--- config.mk ---
export PLATFORM = sky130hd
export DESIGN_NAME = lrc_top
export DESIGN_NICKNAME = d
export VERILOG_FILES = /design/src/design/lrc_pkg.sv /design/src/design/lrc_tap_decoder.sv /design/src/design/lrc_ref_router.sv /design/src/design/lrc_top.sv
export SDC_FILE = /design/constraint.sdc
export NUM_CORES = 1
export LEC_CHECK = 0
export BUFFER_PORTS_ARGS = -buffer_cell sky130_fd_sc_hd__buf_2
export CAP_MARGIN = 20
export CORE_MARGIN = 1
export CORE_UTILIZATION = 41
export CTS_CLUSTER_SIZE = 40
export DETAILED_ROUTE_END_ITERATION = 10
export PLACE_DENSITY_LB_ADDON = 0.2
export RECOVER_POWER = 100
export SYNTH_ARGS = -nofsm -noshare
export SYNTH_HDL_FRONTEND = slang
export SYNTH_HIERARCHICAL = 1
export SYNTH_SLANG_ARGS = --single-unit
--- constraint.sdc ---
create_clock -name pclk -period 1.05 [get_ports pclk]
set_input_delay 0.21 -clock pclk [delete_from_list [all_inputs] [get_ports pclk]]
set_output_delay 0.21 -clock pclk [all_outputs]
set_load 0.03 [all_outputs]
--- src/design/lrc_pkg.sv ---
package lrc_pkg;

    ////////////////////////////////////////////////////////////////////////
    // Bus geometry
    localparam int          LRC_ADDR_W        = 12;
    localparam int          LRC_DATA_W        = 32;
    localparam int          LRC_REG_W         = 8;

    // Register indices; byte address is four times the index
    localparam logic [11:0] LRC_CTRL_IDX      = 12'h09f;
    localparam logic [11:0] LRC_STAT_IDX      = 12'h0a0;
    localparam logic [11:0] LRC_CTRL_ADDR     = {LRC_CTRL_IDX[9:0], 2'b00};
    localparam logic [11:0] LRC_STAT_ADDR     = {LRC_STAT_IDX[9:0], 2'b00};

    ////////////////////////////////////////////////////////////////////////
    // Control register layout
    localparam int          LRC_PWR_BIT       = 7;
    localparam int          LRC_OE_BIT        = 6;
    localparam int          LRC_RANGE_BIT     = 5;
    localparam int          LRC_UNUSED_BIT    = 4;
    localparam int          LRC_TAP_MSB       = 3;
    localparam int          LRC_TAP_LSB       = 0;
    localparam int          LRC_TAP_W         = 4;
    localparam logic [7:0]  LRC_CTRL_RESET    = 8'h00;
    localparam logic [7:0]  LRC_CTRL_MASK     = 8'hef;

    // Status register layout
    localparam int          LRC_ST_PIN_BIT    = 0;
    localparam int          LRC_ST_CMP_BIT    = 1;
    localparam int          LRC_ST_LADDER_BIT = 2;
    localparam int          LRC_ST_SLEEP_BIT  = 3;

    ////////////////////////////////////////////////////////////////////////
    // Ladder geometry: taps per range and the divisors of each range
    localparam int          LRC_NUM_TAPS      = 16;
    localparam int          LRC_LOW_DIV       = 24;
    localparam int          LRC_HIGH_DIV      = 32;
    localparam int          LRC_HIGH_OFS_DIV  = 4;

    // Comparator mode code that routes the reference to both comparators
    localparam int          LRC_CMP_MODE_W    = 3;
    localparam logic [2:0]  LRC_CMP_INTREF    = 3'h2;

endpackage : lrc_pkg

--- src/design/lrc_tap_decoder.sv ---
module lrc_tap_decoder
    import lrc_pkg::*;
#(
    parameter int NUM_TAPS = LRC_NUM_TAPS,
    parameter int TAP_W    = LRC_TAP_W
) (
    input  wire logic                pclk,
    input  wire logic                presetn,
    input  wire logic                power_en,
    input  wire logic                range_sel,
    input  wire logic [TAP_W-1:0]    tap_value,
    output logic      [NUM_TAPS-1:0] tap_select,
    output logic                     range_low,
    output logic                     range_high
);

    ////////////////////////////////////////////////////////////////////////
    // One flop per tap, so switch glitches never reach the ladder
    for (genvar i = 0; i < NUM_TAPS; i++) begin : g_tap
        always_ff @(posedge pclk or negedge presetn) begin
            if (!presetn) begin
                tap_select[i] <= 1'b0;
            end else begin
                tap_select[i] <= power_en && (tap_value == TAP_W'(i));
            end
        end
    end

    // Range segment controls, both idle while the ladder is off
    always_ff @(posedge pclk or negedge presetn) begin
        if (!presetn) begin
            range_low  <= 1'b0;
            range_high <= 1'b0;
        end else begin
            range_low  <= power_en && range_sel;
            range_high <= power_en && !range_sel;
        end
    end

    ////////////////////////////////////////////////////////////////////////
    AST_TAP_ONEHOT: assert property (@(posedge pclk) disable iff (!presetn)
        power_en |=> $onehot(tap_select) && tap_select[$past(tap_value)])
        else $error("tap select not one-hot on the written tap");

    AST_OFF_IDLE: assert property (@(posedge pclk) disable iff (!presetn)
        !power_en |=> (tap_select == '0) && !range_low && !range_high)
        else $error("ladder controls active while powered down");

endmodule : lrc_tap_decoder

--- src/design/lrc_ref_router.sv ---
module lrc_ref_router
    import lrc_pkg::*;
(
    input  wire logic                      pclk,
    input  wire logic                      presetn,
    input  wire logic                      pin_oe,
    input  wire logic                      pin_direction,
    input  wire logic [LRC_CMP_MODE_W-1:0] comparator_mode,
    output logic                           pin_connect,
    output logic                           comp_ref_en
);

    ////////////////////////////////////////////////////////////////////////
    // Pin switch needs both the port direction and the output enable
    always_ff @(posedge pclk or negedge presetn) begin
        if (!presetn) begin
            pin_connect <= 1'b0;
        end else begin
            pin_connect <= pin_oe && pin_direction;
        end
    end

    // Comparator tap-off follows the comparator mode alone
    always_ff @(posedge pclk or negedge presetn) begin
        if (!presetn) begin
            comp_ref_en <= 1'b0;
        end else begin
            comp_ref_en <= (comparator_mode == LRC_CMP_INTREF);
        end
    end

    ////////////////////////////////////////////////////////////////////////
    AST_PIN_GATE: assert property (@(posedge pclk) disable iff (!presetn)
        ##1 pin_connect == ($past(pin_oe) && $past(pin_direction)))
        else $error("pin switch does not follow direction and enable");

    AST_CMP_ROUTE: assert property (@(posedge pclk) disable iff (!presetn)
        presetn |=> comp_ref_en == $past(comparator_mode == LRC_CMP_INTREF))
        else $error("reference routing does not follow the comparator mode");

endmodule : lrc_ref_router

--- src/design/lrc_top.sv ---
// Operation
// - One 8-bit control word holds power enable, pin enable, range and a 4-bit tap; bit 4 reads 0.
// - Each range offers sixteen levels picked by the tap field.
// - Range bit 1 sets the ladder to tap/24 of supply, 0 to a quarter plus tap/32.
// - Every reset clears the power enable so the ladder is off.
// - Every reset also clears pin enable, range and tap, so the word reads all zeros.
// - The pin is switched to the reference only while its direction bit and pin enable are set.
// - Waking from sleep leaves the control word untouched.
// - Comparator mode settings never change enable, range, tap or pin state.
// - The reference feeds both comparator positive inputs in the internal reference mode.
//
// Implementation choice: the APB register port.
module lrc_top
    import lrc_pkg::*;
#(
    parameter int ADDR_W   = LRC_ADDR_W,
    parameter int NUM_TAPS = LRC_NUM_TAPS
) (
    input  wire logic                      pclk,
    input  wire logic                      presetn,
    // APB slave
    input  wire logic                      psel,
    input  wire logic                      penable,
    input  wire logic                      pwrite,
    input  wire logic [ADDR_W-1:0]         paddr,
    input  wire logic [LRC_DATA_W-1:0]     pwdata,
    input  wire logic [3:0]                pstrb,
    output logic      [LRC_DATA_W-1:0]     prdata,
    output logic                           pready,
    output logic                           pslverr,
    // Neighbouring blocks
    input  wire logic                      reference_pin_direction,
    input  wire logic [LRC_CMP_MODE_W-1:0] comparator_mode,
    input  wire logic                      sleep_active,
    // Analog ladder and switch controls
    output logic                           ref_ladder_power,
    output logic      [NUM_TAPS-1:0]       ref_tap_select,
    output logic                           ref_range_low,
    output logic                           ref_range_high,
    output logic                           reference_port_pin,
    output logic                           comp_int_ref_en
);

    ////////////////////////////////////////////////////////////////////////
    // Address decode

    logic                  ctrl_hit;
    logic                  stat_hit;
    logic                  setup_ph;
    logic                  access_ph;
    logic                  ctrl_wr;
    logic                  bad_access;
    logic [LRC_REG_W-1:0]  read_mux;

    // Word aligned compare; low address bits are ignored
    assign ctrl_hit  = (paddr[ADDR_W-1:2] == LRC_CTRL_ADDR[ADDR_W-1:2]);
    assign stat_hit  = (paddr[ADDR_W-1:2] == LRC_STAT_ADDR[ADDR_W-1:2]);
    assign setup_ph  = psel && !penable;
    assign access_ph = psel && penable;

    // Status is read-only, so a write to it is an error
    assign bad_access = !(ctrl_hit || stat_hit) || (pwrite && stat_hit);

    // Only lane 0 carries the 8-bit word; other lanes are ignored
    assign ctrl_wr = access_ph && pwrite && ctrl_hit && pstrb[0];

    ////////////////////////////////////////////////////////////////////////
    // Control register

    logic [LRC_REG_W-1:0]  ctrl_q;
    logic [LRC_REG_W-1:0]  ctrl_d;

    // Bit 4 is never stored, so it cannot read back as one
    assign ctrl_d = pwdata[LRC_REG_W-1:0] & LRC_CTRL_MASK;

    // No sleep or comparator term here: only reset or a bus write changes it
    always_ff @(posedge pclk or negedge presetn) begin
        if (!presetn) begin
            ctrl_q <= LRC_CTRL_RESET;
        end else if (ctrl_wr) begin
            ctrl_q <= ctrl_d;
        end
    end

    logic                  pwr_en;
    logic                  pin_oe;
    logic                  range_sel;
    logic [LRC_TAP_W-1:0]  tap_value;

    assign pwr_en    = ctrl_q[LRC_PWR_BIT];
    assign pin_oe    = ctrl_q[LRC_OE_BIT];
    assign range_sel = ctrl_q[LRC_RANGE_BIT];
    assign tap_value = ctrl_q[LRC_TAP_MSB:LRC_TAP_LSB];

    ////////////////////////////////////////////////////////////////////////
    // Ladder power, registered so it lines up with the tap selects

    always_ff @(posedge pclk or negedge presetn) begin
        if (!presetn) begin
            ref_ladder_power <= 1'b0;
        end else begin
            ref_ladder_power <= pwr_en;
        end
    end

    ////////////////////////////////////////////////////////////////////////
    // Tap and range decode

    lrc_tap_decoder #(
        .NUM_TAPS   (NUM_TAPS),
        .TAP_W      (LRC_TAP_W)
    ) u_tap_decoder (
        .pclk       (pclk),
        .presetn    (presetn),
        .power_en   (pwr_en),
        .range_sel  (range_sel),
        .tap_value  (tap_value),
        .tap_select (ref_tap_select),
        .range_low  (ref_range_low),
        .range_high (ref_range_high)
    );

    ////////////////////////////////////////////////////////////////////////
    // Pin and comparator routing

    lrc_ref_router u_ref_router (
        .pclk            (pclk),
        .presetn         (presetn),
        .pin_oe          (pin_oe),
        .pin_direction   (reference_pin_direction),
        .comparator_mode (comparator_mode),
        .pin_connect     (reference_port_pin),
        .comp_ref_en     (comp_int_ref_en)
    );

    ////////////////////////////////////////////////////////////////////////
    // Status word shows what the analog side is actually being told

    logic [LRC_REG_W-1:0]  stat_word;

    always_comb begin
        stat_word                    = '0;
        stat_word[LRC_ST_PIN_BIT]    = reference_port_pin;
        stat_word[LRC_ST_CMP_BIT]    = comp_int_ref_en;
        stat_word[LRC_ST_LADDER_BIT] = ref_ladder_power;
        stat_word[LRC_ST_SLEEP_BIT]  = sleep_active;
    end

    // Read data select; unmapped reads return zero
    always_comb begin
        read_mux = '0;
        if (ctrl_hit) begin
            read_mux = ctrl_q;
        end else if (stat_hit) begin
            read_mux = stat_word;
        end
    end

    ////////////////////////////////////////////////////////////////////////
    // APB answer: data captured in setup, presented in the access phase

    logic [LRC_REG_W-1:0]  prdata_q;
    logic                  err_q;

    // Capturing in setup keeps prdata a flop output with no wait state
    always_ff @(posedge pclk or negedge presetn) begin
        if (!presetn) begin
            prdata_q <= '0;
        end else if (setup_ph) begin
            prdata_q <= pwrite ? '0 : read_mux;
        end
    end

    always_ff @(posedge pclk or negedge presetn) begin
        if (!presetn) begin
            err_q <= 1'b0;
        end else if (setup_ph) begin
            err_q <= bad_access;
        end
    end

    // Upper lanes read as zero
    assign prdata  = {{(LRC_DATA_W-LRC_REG_W){1'b0}}, prdata_q};
    assign pready  = access_ph;
    assign pslverr = access_ph && err_q;

    ////////////////////////////////////////////////////////////////////////
    // Checks

    // Bit 4 and the upper lanes always read as zero
    AST_BIT4_ZERO: assert property (@(posedge pclk) disable iff (!presetn)
        (setup_ph && !pwrite && ctrl_hit)
            |=> !prdata[LRC_UNUSED_BIT] && prdata[31:8] == '0)
        else $error("unimplemented control bit read as one");

    // A strobed write lands masked on the access edge
    AST_WRITE_STORES: assert property (@(posedge pclk) disable iff (!presetn)
        ctrl_wr |=> ctrl_q == ($past(pwdata[7:0]) & LRC_CTRL_MASK))
        else $error("control write not stored as masked");

    // Range bit one picks the tap/24 segment
    AST_RANGE_LOW: assert property (@(posedge pclk) disable iff (!presetn)
        (pwr_en && range_sel) |=> ref_range_low && !ref_range_high)
        else $error("low range not selected for range bit one");

    // Range bit zero picks the quarter-offset segment
    AST_RANGE_HIGH: assert property (@(posedge pclk) disable iff (!presetn)
        (pwr_en && !range_sel) |=> ref_range_high && !ref_range_low)
        else $error("high range not selected for range bit zero");

    // Ladder stays off on the first edge out of reset
    AST_RESET_OFF: assert property (@(posedge pclk) disable iff (!presetn)
        !$past(presetn) |-> !ctrl_q[LRC_PWR_BIT] && !ref_ladder_power)
        else $error("power enable set right after reset");

    // Whole word and read path start at zero
    AST_RESET_ZERO: assert property (@(posedge pclk) disable iff (!presetn)
        !$past(presetn) |-> ctrl_q == LRC_CTRL_RESET && prdata_q == '0)
        else $error("control word not zero after reset");

    // Sleep alone never touches the stored word
    AST_SLEEP_HOLD: assert property (@(posedge pclk) disable iff (!presetn)
        (sleep_active || $fell(sleep_active)) && !ctrl_wr |=> $stable(ctrl_q))
        else $error("control word changed across sleep");

    // Mode changes are invisible to the ladder side
    AST_CMP_INDEP: assert property (@(posedge pclk) disable iff (!presetn)
        ($changed(comparator_mode) && !ctrl_wr && !$past(ctrl_wr))
            |=> $stable(ref_tap_select) && $stable(ref_range_low)
                && $stable(ref_ladder_power) && $stable(ctrl_q))
        else $error("comparator mode disturbed reference settings");

    // Ladder power trails the written enable by one edge
    AST_POWER_FOLLOW: assert property (@(posedge pclk) disable iff (!presetn)
        ctrl_wr ##1 1'b1 |=> ref_ladder_power == $past(ctrl_d[LRC_PWR_BIT], 2))
        else $error("ladder power does not follow power enable");

    // Bad address or status write answers with an error
    AST_APB_ERR: assert property (@(posedge pclk) disable iff (!presetn)
        (setup_ph && bad_access) ##1 access_ph |-> pslverr && pready)
        else $error("bad access not answered with an error");

    // Good accesses never raise an error
    AST_APB_OK: assert property (@(posedge pclk) disable iff (!presetn)
        (setup_ph && !bad_access) ##1 access_ph |-> !pslverr && pready)
        else $error("good access answered with an error");

    ////////////////////////////////////////////////////////////////////////
    // Read path checks

    // Control read returns the word stored at the setup edge
    AST_READ_CTRL: assert property (@(posedge pclk) disable iff (!presetn)
        (setup_ph && !pwrite && ctrl_hit) |=> prdata[LRC_REG_W-1:0] == $past(ctrl_q))
        else $error("control read does not return the stored word");

    // Status bits mirror the controls sent to the analog side
    AST_READ_STAT: assert property (@(posedge pclk) disable iff (!presetn)
        (setup_ph && !pwrite && stat_hit)
            |=> prdata[LRC_ST_PIN_BIT] == $past(reference_port_pin)
                && prdata[LRC_ST_CMP_BIT] == $past(comp_int_ref_en)
                && prdata[LRC_ST_LADDER_BIT] == $past(ref_ladder_power)
                && prdata[LRC_ST_SLEEP_BIT] == $past(sleep_active)
                && prdata[LRC_DATA_W-1:LRC_REG_W] == '0)
        else $error("status read does not mirror the outputs");

    // Unmapped reads return zero on every lane
    AST_READ_UNMAPPED: assert property (@(posedge pclk) disable iff (!presetn)
        (setup_ph && !ctrl_hit && !stat_hit) |=> prdata == '0)
        else $error("unmapped read returned data");

    ////////////////////////////////////////////////////////////////////////
    // Ladder and switch checks

    // Mode changes leave the pin switch alone while its own inputs hold
    AST_PIN_INDEP: assert property (@(posedge pclk) disable iff (!presetn)
        ($changed(comparator_mode) && $stable(reference_pin_direction) && !$past(ctrl_wr))
            |=> $stable(reference_port_pin))
        else $error("comparator mode moved the pin switch");

    // Every ladder and switch output is off on the first edge out of reset
    AST_RESET_OUTPUTS: assert property (@(posedge pclk) disable iff (!presetn)
        !$past(presetn) |-> ref_tap_select == '0 && !ref_range_low && !ref_range_high
            && !reference_port_pin && !comp_int_ref_en)
        else $error("outputs active right after reset");

    // The powered tap is the one the register held an edge earlier
    AST_TAP_LEVEL: assert property (@(posedge pclk) disable iff (!presetn)
        ref_ladder_power |-> ref_tap_select[$past(tap_value)])
        else $error("powered tap does not match the tap field");

    // Ladder power and the tap selects switch on the same edge
    AST_POWER_ON_ALIGN: assert property (@(posedge pclk) disable iff (!presetn)
        ref_ladder_power |-> $onehot(ref_tap_select) && (ref_range_low != ref_range_high))
        else $error("powered ladder without exactly one tap and one range");

    // With the ladder unpowered no tap or segment switch is closed
    AST_POWER_OFF_ALIGN: assert property (@(posedge pclk) disable iff (!presetn)
        !ref_ladder_power |-> ref_tap_select == '0 && !ref_range_low && !ref_range_high)
        else $error("ladder switches closed while unpowered");

    // Both segments at once would short the ladder ends together
    AST_ONE_RANGE: assert property (@(posedge pclk) disable iff (!presetn)
        !(ref_range_low && ref_range_high))
        else $error("both ladder segments selected");

endmodule : lrc_top

=== Word-level counts from Yosys, hierarchy flattened ===
Index checks and enable logic that the tools add are counted.

* Reductions and logical operators: 32
* Eq/ne operators: 18
* Multiplexer cells: 3

{| class="wikitable"
|+ Operators by type and width
! kind !! number
|-
| 4-bit == test, second input constant || 8
|-
| 1-bit logical AND || 26
|-
| 10-bit by 8-bit == test with 1-bit output, second input constant || 2
|-
| 4-bit by 3-bit == test with 1-bit output, second input constant || 4
|-
| 8-bit two-way mux || 2
|-
| 4-bit by 2-bit == test with 1-bit output, second input constant || 2
|-
| 4-bit by 1-bit == test with 1-bit output, second input constant || 1
|-
| 4-bit logical NOT || 1
|-
| 4-bit two-way mux || 1
|-
| 3-bit by 2-bit == test with 1-bit output, second input constant || 1
|-
| 1-bit logical NOT || 3
|-
| 1-bit logical OR || 2
|}

* Bits of input ports: 58
* Output and inout bits: 55
* Register bits after elaboration: 37
* Word-level logic and storage cells: 77

=== Logic depth before layout (Yosys ltp) ===
Gate-level depths: netlist (run 1).

* Depth in word-level cells: 4
* Mapped depth: 4
* Gate-level depth less buffers: 3

=== Hierarchy ===
The synthesis (run 1) kept the hierarchy.

{| class="wikitable"
|+ Modules (own cells, without submodules)
! module !! seq. area each (µm²) !! instances !! area each (µm²) !! cells an instance
|-
| lrc_top || 400.4 || 1 || 915.9 || 78
|-
| lrc_tap_decoder || 450.4 || 1 || 655.6 || 47
|-
| lrc_ref_router || 50.0 || 1 || 68.8 || 4
|}

=== Least setup slack after synthesis (run 1) ===
Ideal clock, no wire load.

* Path type: input to register
* From: in paddr[11]
* To: reg ctrl_q[0]
* Required time: 925 ps
* Path buffers: 0
* Setup slack: -619 ps
* Setup time: 125 ps
* Stages on the path: 3
* Data arrival time: 1544 ps
* Cell sequence: or4b_4 nor4_4 mux2_2

* Word-level cells in the longest chain between the ends: 3

{| class="wikitable"
|+ Ends and longest elaborated chain
! element !! line !! text
|-
| start: declaration || lrc_top.sv:25 || <nowiki>input wire logic [ADDR_W-1:0] paddr,</nowiki>
|-
| 10-bit by 8-bit == test with 1-bit output || lrc_top.sv:56 || <nowiki>assign ctrl_hit = (paddr[ADDR_W-1:2] == LRC_CTRL_ADDR[ADDR_W-1:2]);</nowiki>
|-
| 1-bit logical AND (2 in a row) || lrc_top.sv:65 || <nowiki>assign ctrl_wr = access_ph && pwrite && ctrl_hit && pstrb[0];</nowiki>
|-
| end signal: assignment || lrc_top.sv:81 || <nowiki>ctrl_q <= ctrl_d;</nowiki>
|-
| end: declaration || lrc_top.sv:70 || <nowiki>logic [LRC_REG_W-1:0] ctrl_q;</nowiki>
|}

Every way passes these cells.
A chain may end at the register's enable or synchronous reset.

=== Worst setup path after layout (run 1) ===
* From: in paddr[11]
* To: reg ctrl_q[3]

Same word-level chain as after synthesis.

==> results.sh, run 1 <==
export IMPL_cts_buffers=5
export IMPL_final_setup_skew_ps=10.1
export IMPL_seq_area_frac_synth_pct=54.9
export IMPL_antenna_found_initial=0
export IMPL_io_pins=113
export IMPL_wl_per_cell_um=13.2
export IMPL_setup_viol=16
export IMPL_path_clk_slew_ps=60
export IMPL_drtIter0Drc=11
export IMPL_reg2reg_from="ctrl_q[7]$_DFFE_PN0P_"
export IMPL_slew_viol_final=0
export IMPL_core_area_um2=3740
export IMPL_period_needed_ps=1380
export IMPL_cp_max_fo=7
export IMPL_final_nets=267
export IMPL_fin_setup_tns_ps=-4410
export IMPL_tritoncts="done"
export IMPL_worstHoldPathType="in2reg"
export IMPL_violations="setup timing"
export IMPL_critPathMaxStageDelay_ps=570
export IMPL_period_share_pct=132
export IMPL_synth_compound_area_share_pct=4.50
export IMPL_dr_pass1_iters=4
export IMPL_ir_drop_mv=1.05
export IMPL_gp_congestion=0.722
export IMPL_path_buf_inv=2
export IMPL_r2r_end="u_tap_decoder/tap_select[8]$_DFF_PN0_"
export IMPL_clk_latency_ps=290
export IMPL_syn_area_per_cell_um2=12.7
export IMPL_routed_wl_um=3390
export IMPL_slowest_stage="or4b_4"
export IMPL_grt_max_degree=37
export IMPL_area_delta_synth_final_pct=39.5
export IMPL_fp_dieH_um=65.3
export IMPL_htree_levels=2
export IMPL_yosysWarnings=6
export IMPL_root_buffer="clkbuf_8"
export IMPL_synth_adder_area_share_pct=0
export IMPL_drc=0
export IMPL_crit_family="simple AND/OR/NAND/NOR gates"
export IMPL_status="finished, violations left"
export IMPL_grt_overflow_total=0
export IMPL_io_buffers=57
export IMPL_synth_distinct_cells=33
export IMPL_worst_slack_ps=-333
export IMPL_diodes=0
export IMPL_synth_mux_area_share_pct=5.42
export IMPL_clkSinkCount=36
export IMPL_crit_path_frequent_cell="buf_6"
export IMPL_r2r_cells=2
export IMPL_ys_ff_latch=36
export IMPL_grtUsageTotal_pct=17.6
export IMPL_worstSetupStartpoint="paddr[11]"
export IMPL_dp_hpwl_um=2510
export IMPL_crit_path_start_kind="input port"
export IMPL_start_util_pct=43.8
export IMPL_rsz0062_at_grt="true"
export IMPL_ant_nets=0
export IMPL_grt_first_pass_wirelength_um=5460
export IMPL_cp_endpoint="ctrl_q[3]$_DFFE_PN0P_"
export IMPL_clockBufferDepth=2
export IMPL_p_leak_nw=1.16
export IMPL_die_x_um=65.3
export IMPL_fmax_ghz=0.723
export IMPL_cp_required_ps=1210
export IMPL_maxCapViolations=0
export IMPL_endpoint_kind="register"
export IMPL_viasPerCell=4.56
export IMPL_path_cells="buf_6 > or4b_4 > nor4_4 > buf_6 > mux2_2"
export IMPL_vias=1177
export IMPL_power_density_nw_per_um2=1160
export IMPL_grt_pass1_vias=1181
export IMPL_synth_xor_area_share_pct=0
export IMPL_hold_violations=0
export IMPL_fin_total_pwr_mw=2.67
export IMPL_synth_top_family_by_area="simple AND/OR/NAND/NOR gates"
export IMPL_drive_above_1_share_pct=52.4
export IMPL_whs_ps=75.0
export IMPL_syn_cell_area_um2=1640
export IMPL_path_depth=5
export IMPL_arrival_ps=1550
export IMPL_path_class="in2reg"
export IMPL_num_rows=22
export IMPL_syn_inst=129
export IMPL_synth_simple_area_share_pct=22.1
export IMPL_die_area_um2=4260
export IMPL_r2r_slack_ps=10
-- metal layers --
layer | share of wire, % | wire length [µm] | global-route usage [%]
met1 | 42 | 1410 | 19.8
met3 | 5.8 | 198 | 5.90
met2 | 51 | 1730 | 31.1
met5 | 0 | 0 | 0
met4 | 1.5 | 51 | 5.71
-- power by group --
group          internal, mW  leakage, nW  switching (mW)  total, mW
Clock                 0.534       0.0455           0.445      0.980
Combinational        0.0869        0.626           0.206      0.293
Sequential             1.39        0.491         0.00347       1.39
Total                  2.01         1.16           0.654       2.67
-- logic make-up after synthesis --
group,Yosys count
AOI/OAI and AO/OA,8
buffers and inverters,28
DFF,36
muxes,8
other,1
and+or+nand+nor,48
-- cell usage after synthesis --
cell      count  area [µm²]
and2_1        3        18.8
nand2b_2      1        8.76
o31ai_1       1        7.51
nor4_1        1        6.26
nand2_1       2        7.51
clkbuf_1      1        3.75
nor2_1        8        30.0
mux2i_1       1        10.0
conb_1        1        3.75
or4b_4        1        13.8
a22o_1        3        26.3
dfrtp_1      36         901
nand3b_1      2        15.0
buf_6         1        11.3
or3b_2        1        8.76
and2_0        4        25.0
nand4_1       1        6.26
nor4b_2       1        15.0
nor3_2        6        60.1
or4b_2        1        10.0
and3_1        1        6.26
a221o_1       4        40.0
mux2_2        7        78.8
nand2b_1      3        18.8
nand2_2       1        6.26
nor3_1        2        10.0
nand3_1       2        10.0
buf_4        26         195
nor4_4        1        21.3
nor4_2        3        37.5
nand4b_1      1        8.76
nor2b_1       1        6.26
nor3b_2       1        12.5
-- sequential cells by signal, summed over array words and instances, names as in the netlist --
name                      count
err_q                         1
prdata_q                      7
u_ref_router/pin_connect      1
u_ref_router/comp_ref_en      1
ctrl_q                        7
u_tap_decoder/range_low       1
ref_ladder_power              1
u_tap_decoder/range_high      1
u_tap_decoder/tap_select     16
-- cells in the final DEF, fill, tap and decap left out, types with 3 or more instances in the layout --
cell / count
dfrtp_1: 32
conb_1: 25
dfrtp_2: 4
a22o_1: 3
buf_6: 22
buf_4: 19
nor4_4: 3
buf_2: 32
nor2_1: 8
a221o_1: 4
clkbuf_8: 6
nand2b_1: 3
and2_0: 6
nor3_2: 5
mux2_2: 5
nor3_1: 3
-- final cells by class --
class | count | area [µm²]
clock buffers | 8 | 90.1
fillers | 319 | 1460
multi-input cells | 89 | 654
flip-flops and latches | 36 | 906
well taps | 48 | 60.1
repair buffers | 77 | 578
-- per-stage QoR --
step / area (µm²) / setup slack [ps] / utilization, % / std cells
after floorplan: 1740 / -543 / - / 153
after global placement: 1990 / -607 / 53.2 / 244
after detailed placement: 1990 / -640 / 53.2 / 244
after CTS: 2210 / -321 / 58.9 / 256
after global routing: 2290 / -355 / 61.1 / 258
final: 2290 / -333 / 61.1 / 258
-- worst min path at each step --
stage                                                     to  slack, ps                from  cells after the start
after global routing      u_ref_router/comp_ref_en$_DFF_PN0_         60  comparator_mode[0]                      2
final                     u_ref_router/comp_ref_en$_DFF_PN0_         80  comparator_mode[0]                      2
after floorplan                        ctrl_q[0]$_DFFE_PN0P_        -90             presetn                      0
after CTS                 u_ref_router/comp_ref_en$_DFF_PN0_         70  comparator_mode[2]                      2
after global placement                     err_q$_DFFE_PN0P_        180             presetn                      2
after detailed placement                   err_q$_DFFE_PN0P_        180             presetn                      2
-- timing repair --
item / in CTS / in global routing
buffers inserted: 3 / 2
cloned: 0 / 0
hold endpoints to repair: 36 / 0
hold buffers: 1 / 0
gates resized for setup: 28 / 38
setup endpoints to repair: 28 / 39
pin swaps: 1 / 4
(Power assumes the default switching activity.)
==> run 2, diff against run 1 <==
- PLACE_DENSITY: unset -> 0.8
- PLACE_DENSITY_LB_ADDON: 0.2 -> unset
==> results.sh, run 2 (same netlist as run 1, synthesis figures left out) <==
export IMPL_r2r_slack_ps=0
export IMPL_start_util_pct=43.8
export IMPL_dp_slack_ps=-651
export IMPL_drc=0
export IMPL_path_clk_slew_ps=70
export IMPL_layout_common_cells="35 x dfrtp_1, 28 x buf_2, 26 x buf_4, 25 x conb_1, 23 x buf_6"
export IMPL_area_delta_synth_final_pct=45.4
export IMPL_grt_max_degree=24
export IMPL_setup_viol=16
export IMPL_routed_wl_um=3470
export IMPL_endpoint_kind="register"
export IMPL_htree_levels=2
export IMPL_drive_above_1_share_pct=53.1
export IMPL_io_buffers=57
export IMPL_num_rows=22
export IMPL_drtIter0Drc=22
export IMPL_die_area_um2=4260
export IMPL_maxCapViolations=0
export IMPL_gp_congestion=0.725
export IMPL_cts_buffers=5
export IMPL_viasPerCell=4.72
export IMPL_slew_viol_final=0
export IMPL_period_share_pct=129
export IMPL_crit_path_start_kind="input port"
export IMPL_largest_reg_flops=16
export IMPL_layout_commonest_cell="dfrtp_1"
export IMPL_reg2reg_from="ctrl_q[2]$_DFFE_PN0P_"
export IMPL_rsz0062_at_grt="true"
export IMPL_wl_per_cell_um=13.3
export IMPL_hold_violations=0
export IMPL_grt_pass1_vias=1118
export IMPL_period_needed_ps=1360
export IMPL_fmax_ghz=0.736
export IMPL_final_cells=261
export IMPL_whs_endpoint="u_ref_router/comp_ref_en$_DFF_PN0_"
export IMPL_power_density_nw_per_um2=1410
export IMPL_diodes=0
export IMPL_clk_latency_ps=290
export IMPL_fillCellCount=291
export IMPL_p_leak_nw=1.21
export IMPL_grtUsageTotal_pct=17.6
export IMPL_fp_dieH_um=65.3
export IMPL_clockBufferDepth=2
export IMPL_grt_first_pass_wirelength_um=5450
export IMPL_ant_nets=0
export IMPL_place_inst=244
export IMPL_clkSinkCount=36
export IMPL_cp_max_fo=7
export IMPL_placed_cell_area_um2=1990
export IMPL_antenna_found_initial=0
export IMPL_path_class="in2reg"
export IMPL_status="finished, violations left"
export IMPL_whs_path_depth=2
export IMPL_dp_hpwl_um=2440
export IMPL_final_setup_skew_ps=5.35
export IMPL_reg_top3="u_tap_decoder/tap_select: 16 flops, ctrl_q: 7 flops, prdata_q: 7 flops"
export IMPL_die_x_um=65.3
export IMPL_ir_drop_mv=0.833
export IMPL_whs_ps=68.7
export IMPL_worstHoldPathType="in2reg"
export IMPL_vias=1233
export IMPL_hp_start="comparator_mode[0]"
export IMPL_multi_input_area_um2=649
export IMPL_cp_required_ps=1230
export IMPL_top_register="u_tap_decoder/tap_select"
export IMPL_root_buffer="clkbuf_8"
export IMPL_design_area_um2=2380
export IMPL_core_area_um2=3740
export IMPL_dr_pass1_iters=4
export IMPL_final_nets=270
export IMPL_r2r_end="u_tap_decoder/tap_select[12]$_DFF_PN0_"
export IMPL_grt_overflow_total=0
export IMPL_worst_slack_ps=-310
export IMPL_violations="setup timing"
export IMPL_r2r_cells=2
export IMPL_io_pins=113
export IMPL_regArea_um2=902
export IMPL_arrival_ps=1540
export IMPL_tritoncts="done"
run 2: per-stage QoR:
step                      setup TNS [ps]  total power, mW  util, %
after floorplan                    -7100             1.65        -
after global placement             -7970             1.70     53.2
after detailed placement           -8090             1.70     53.2
after CTS                          -3510             3.39     61.8
after global routing               -4960             3.48     63.7
final                              -3600             3.37     63.7
run 2: worst max-delay path by stage:
| stage | end | from | cells past startpoint |
|---|---|---|---|
| finish | ctrl_q[3]$_DFFE_PN0P_ | paddr[11] | 5 |
| global route | ctrl_q[3]$_DFFE_PN0P_ | paddr[11] | 5 |
| CTS | ctrl_q[1]$_DFFE_PN0P_ | paddr[11] | 5 |
| detailed placement | ctrl_q[5]$_DFFE_PN0P_ | paddr[11] | 5 |
| global placement | ctrl_q[0]$_DFFE_PN0P_ | paddr[11] | 5 |
| floorplan | ctrl_q[0]$_DFFE_PN0P_ | paddr[11] | 3 |
run 2: final cells by class:
| type | count | area share, % |
|---|---|---|
| Clock buffer | 5 | 2.89 |
| Multi-Input combinational cell | 89 | 27.2 |
| Timing Repair Buffer | 80 | 25.8 |
| Clock inverter | 3 | 3.78 |
| Sequential cell | 36 | 37.8 |
| Tap cell | 48 | 2.52 |
run 2: timing repair:
action | CTS | global route
cloned | 0 | 0
resized for setup | 33 | 34
buffers inserted | 6 | 2
hold buffers | 1 | 0
endpoints found under the setup margin | 30 | 54
endpoints found under the hold margin | 13 | 0
pin swaps | 6 | 1
run 2: power by group:
group	total (mW)	internal (mW)	switching (mW)
Clock	1.68	1.19	0.490
Combinational	0.297	0.0894	0.208
Sequential	1.39	1.39	0.00328
run 2: metal layers:
| layer | wire (µm) | GRT usage (%) |
|---|---|---|
| met1 | 1380 | 21.9 |
| met2 | 1810 | 28.0 |
| met3 | 194 | 5.03 |
| met4 | 82 | 8.42 |
| met5 | 0 | 0 |
run 2: critical path, stage by stage:
cell and delay [ps]:
buf_6 90, or4b_4 560, nor4_4 160, buf_6 180
mux2_2 330
==> run 3, diff against run 2 <==
- CORE_UTILIZATION: 41 -> 30
- PLACE_DENSITY: 0.8 -> unset
==> results.sh, run 3 (same netlist as run 1, synthesis figures left out) <==
export IMPL_status="finished, violations left"
export IMPL_violations="setup timing"
export IMPL_path_clk_slew_ps=70
export IMPL_root_buffer="clkbuf_8"
export IMPL_slew_viol_final=0
export IMPL_cp_max_fo=7
export IMPL_dr_pass1_iters=4
export IMPL_critPathMaxStageDelay_ps=560
export IMPL_path_cells="buf_6 > or4b_4 > nor4_4 > buf_6 > mux2_2"
export IMPL_routed_wl_um=3250
export IMPL_die_area_um2=5770
export IMPL_grt_first_pass_wirelength_um=5220
export IMPL_power_density_nw_per_um2=1180
export IMPL_drive_above_1_share_pct=51.0
export IMPL_clockBufferDepth=2
export IMPL_grtUsageTotal_pct=11.6
export IMPL_cts_buffers=5
export IMPL_gp_congestion=0.728
export IMPL_grtUsageMet3_pct=3.61
export IMPL_layout_commonest_cell="buf_2"
export IMPL_use_met2_pct=19.5
export IMPL_busiest_layer="met2"
export IMPL_hold_violations=0
export IMPL_slowest_stage="or4b_4"
export IMPL_fp_dieH_um=75.9
export IMPL_rsz0062_at_grt="true"
export IMPL_p_leak_nw=1.16
export IMPL_ir_drop_mv=0.567
export IMPL_fin_total_pwr_mw=2.66
export IMPL_arrival_ps=1540
export IMPL_tritoncts="done"
export IMPL_r2r_slack_ps=30
export IMPL_cp_required_ps=1210
export IMPL_viasPerCell=4.17
export IMPL_num_rows=26
export IMPL_start_util_pct=31.7
export IMPL_use_met1_pct=13.3
export IMPL_crit_path_start_kind="input port"
export IMPL_wl_per_cell_um=11.6
export IMPL_fmax_ghz=0.724
export IMPL_ant_nets=0
export IMPL_layout_common_cells="38 x buf_2, 35 x dfrtp_1, 25 x conb_1, 19 x buf_4, 14 x buf_6"
export IMPL_grt_pass1_vias=1145
export IMPL_dp_hpwl_um=2330
export IMPL_worst_slack_ps=-332
export IMPL_area_delta_synth_final_pct=37.3
export IMPL_final_setup_skew_ps=5.44
export IMPL_io_buffers=57
export IMPL_grt_overflow_total=0
export IMPL_fillCellCount=512
export IMPL_clkSinkCount=36
export IMPL_top_register="u_tap_decoder/tap_select"
export IMPL_final_nets=267
export IMPL_drc=0
export IMPL_vias=1173
export IMPL_maxCapViolations=0
export IMPL_worstHoldPathType="in2reg"
export IMPL_whs_ps=83.9
export IMPL_core_area_um2=5170
export IMPL_drtIter0Drc=42
export IMPL_setup_viol=16
export IMPL_crit_path_frequent_cell="buf_6"
export IMPL_io_pins=113
export IMPL_die_x_um=75.9
export IMPL_largest_reg_flops=16
export IMPL_clk_latency_ps=280
export IMPL_htree_levels=2
export IMPL_period_needed_ps=1380
export IMPL_endpoint_kind="register"
export IMPL_grt_max_degree=37
export IMPL_reg_top3="u_tap_decoder/tap_select: 16 flops, ctrl_q: 7 flops, prdata_q: 7 flops"
export IMPL_period_share_pct=132
export IMPL_path_class="in2reg"
export IMPL_antenna_found_initial=1
run 3: cell types whose count changed in the layout (fill, tap and decap cells not counted), sizes merged:
| cell | delta |
|---|---|
| clkbuf | +4 |
| bufinv | -3 |
| diode | +1 |
| buf | -6 |
| clkinv | +2 |
run 3: timing repair:
| item | 4_1_cts | 5_1_grt |
|---|---|---|
| hold buffers | 1 | 0 |
| setup buffers | 3 | 1 |
| hold endpoints to repair | 36 | 0 |
| gates resized for setup | 21 | 19 |
| endpoints found under the setup margin | 25 | 41 |
| cloned | 0 | 0 |
| pin swaps | 1 | 1 |
run 3: critical path, delay by kind of cell:
kind	cells	cell delay, ps
multiplexers	1	330
AND/OR/NAND/NOR	2	720
buffers and inverters	2	270
run 3: layout make-up:
class                           instances  area [µm²]  share of cell area (%)
Antenna cell                            1        2.50                   0.111
Multi-Input combinational cell         89         637                    28.3
Clock buffer                            6        82.6                    3.67
Tap cell                               70        87.6                    3.89
Timing Repair Buffer                   77         531                    23.6
Clock inverter                          2        10.0                   0.444
Sequential cell                        36         902                    40.1
run 3: final timing paths:
kind / start / end / cells after the start
worst min register to register: ctrl_q[5]$_DFFE_PN0P_ / u_tap_decoder/range_high$_DFF_PN0_ / 1
min in group asynchronous: presetn / u_tap_decoder/range_low$_DFF_PN0_ / 3
worst min-delay path: comparator_mode[0] / u_ref_router/comp_ref_en$_DFF_PN0_ / 2
worst max register to register: ctrl_q[7]$_DFFE_PN0P_ / u_tap_decoder/tap_select[0]$_DFF_PN0_ / 2
max in group asynchronous: presetn / ctrl_q[1]$_DFFE_PN0P_ / 3
worst max-delay path: paddr[11] / ctrl_q[7]$_DFFE_PN0P_ / 5
run 3: power breakdown:
| part | internal [mW] | leakage, nW | switching (mW) |
|---|---|---|---|
| clock network | 0.523 | 0.0510 | 0.447 |
| logic | 0.0884 | 0.610 | 0.208 |
| registers | 1.39 | 0.496 | 0.00321 |
run 3: per-layer routing:
layer / vias up / part of all wire [%]
met5: - / 0
met4: 0 / 2.0
met3: 4 / 5.4
met2: 47 / 49
met1: 560 / 43
li1: 562 / -
run 3: stage by stage:
step	utilization (%)	instance area (µm²)	setup WS, ps	TNS (ps)	instances
after global placement	39.2	2030	-619	-8610	267
final	43.5	2250	-332	-4280	281
after floorplan	-	1740	-543	-7100	153
after CTS	43.0	2220	-319	-4180	279
after global routing	43.5	2250	-377	-4970	281
after detailed placement	39.2	2030	-652	-8860	267
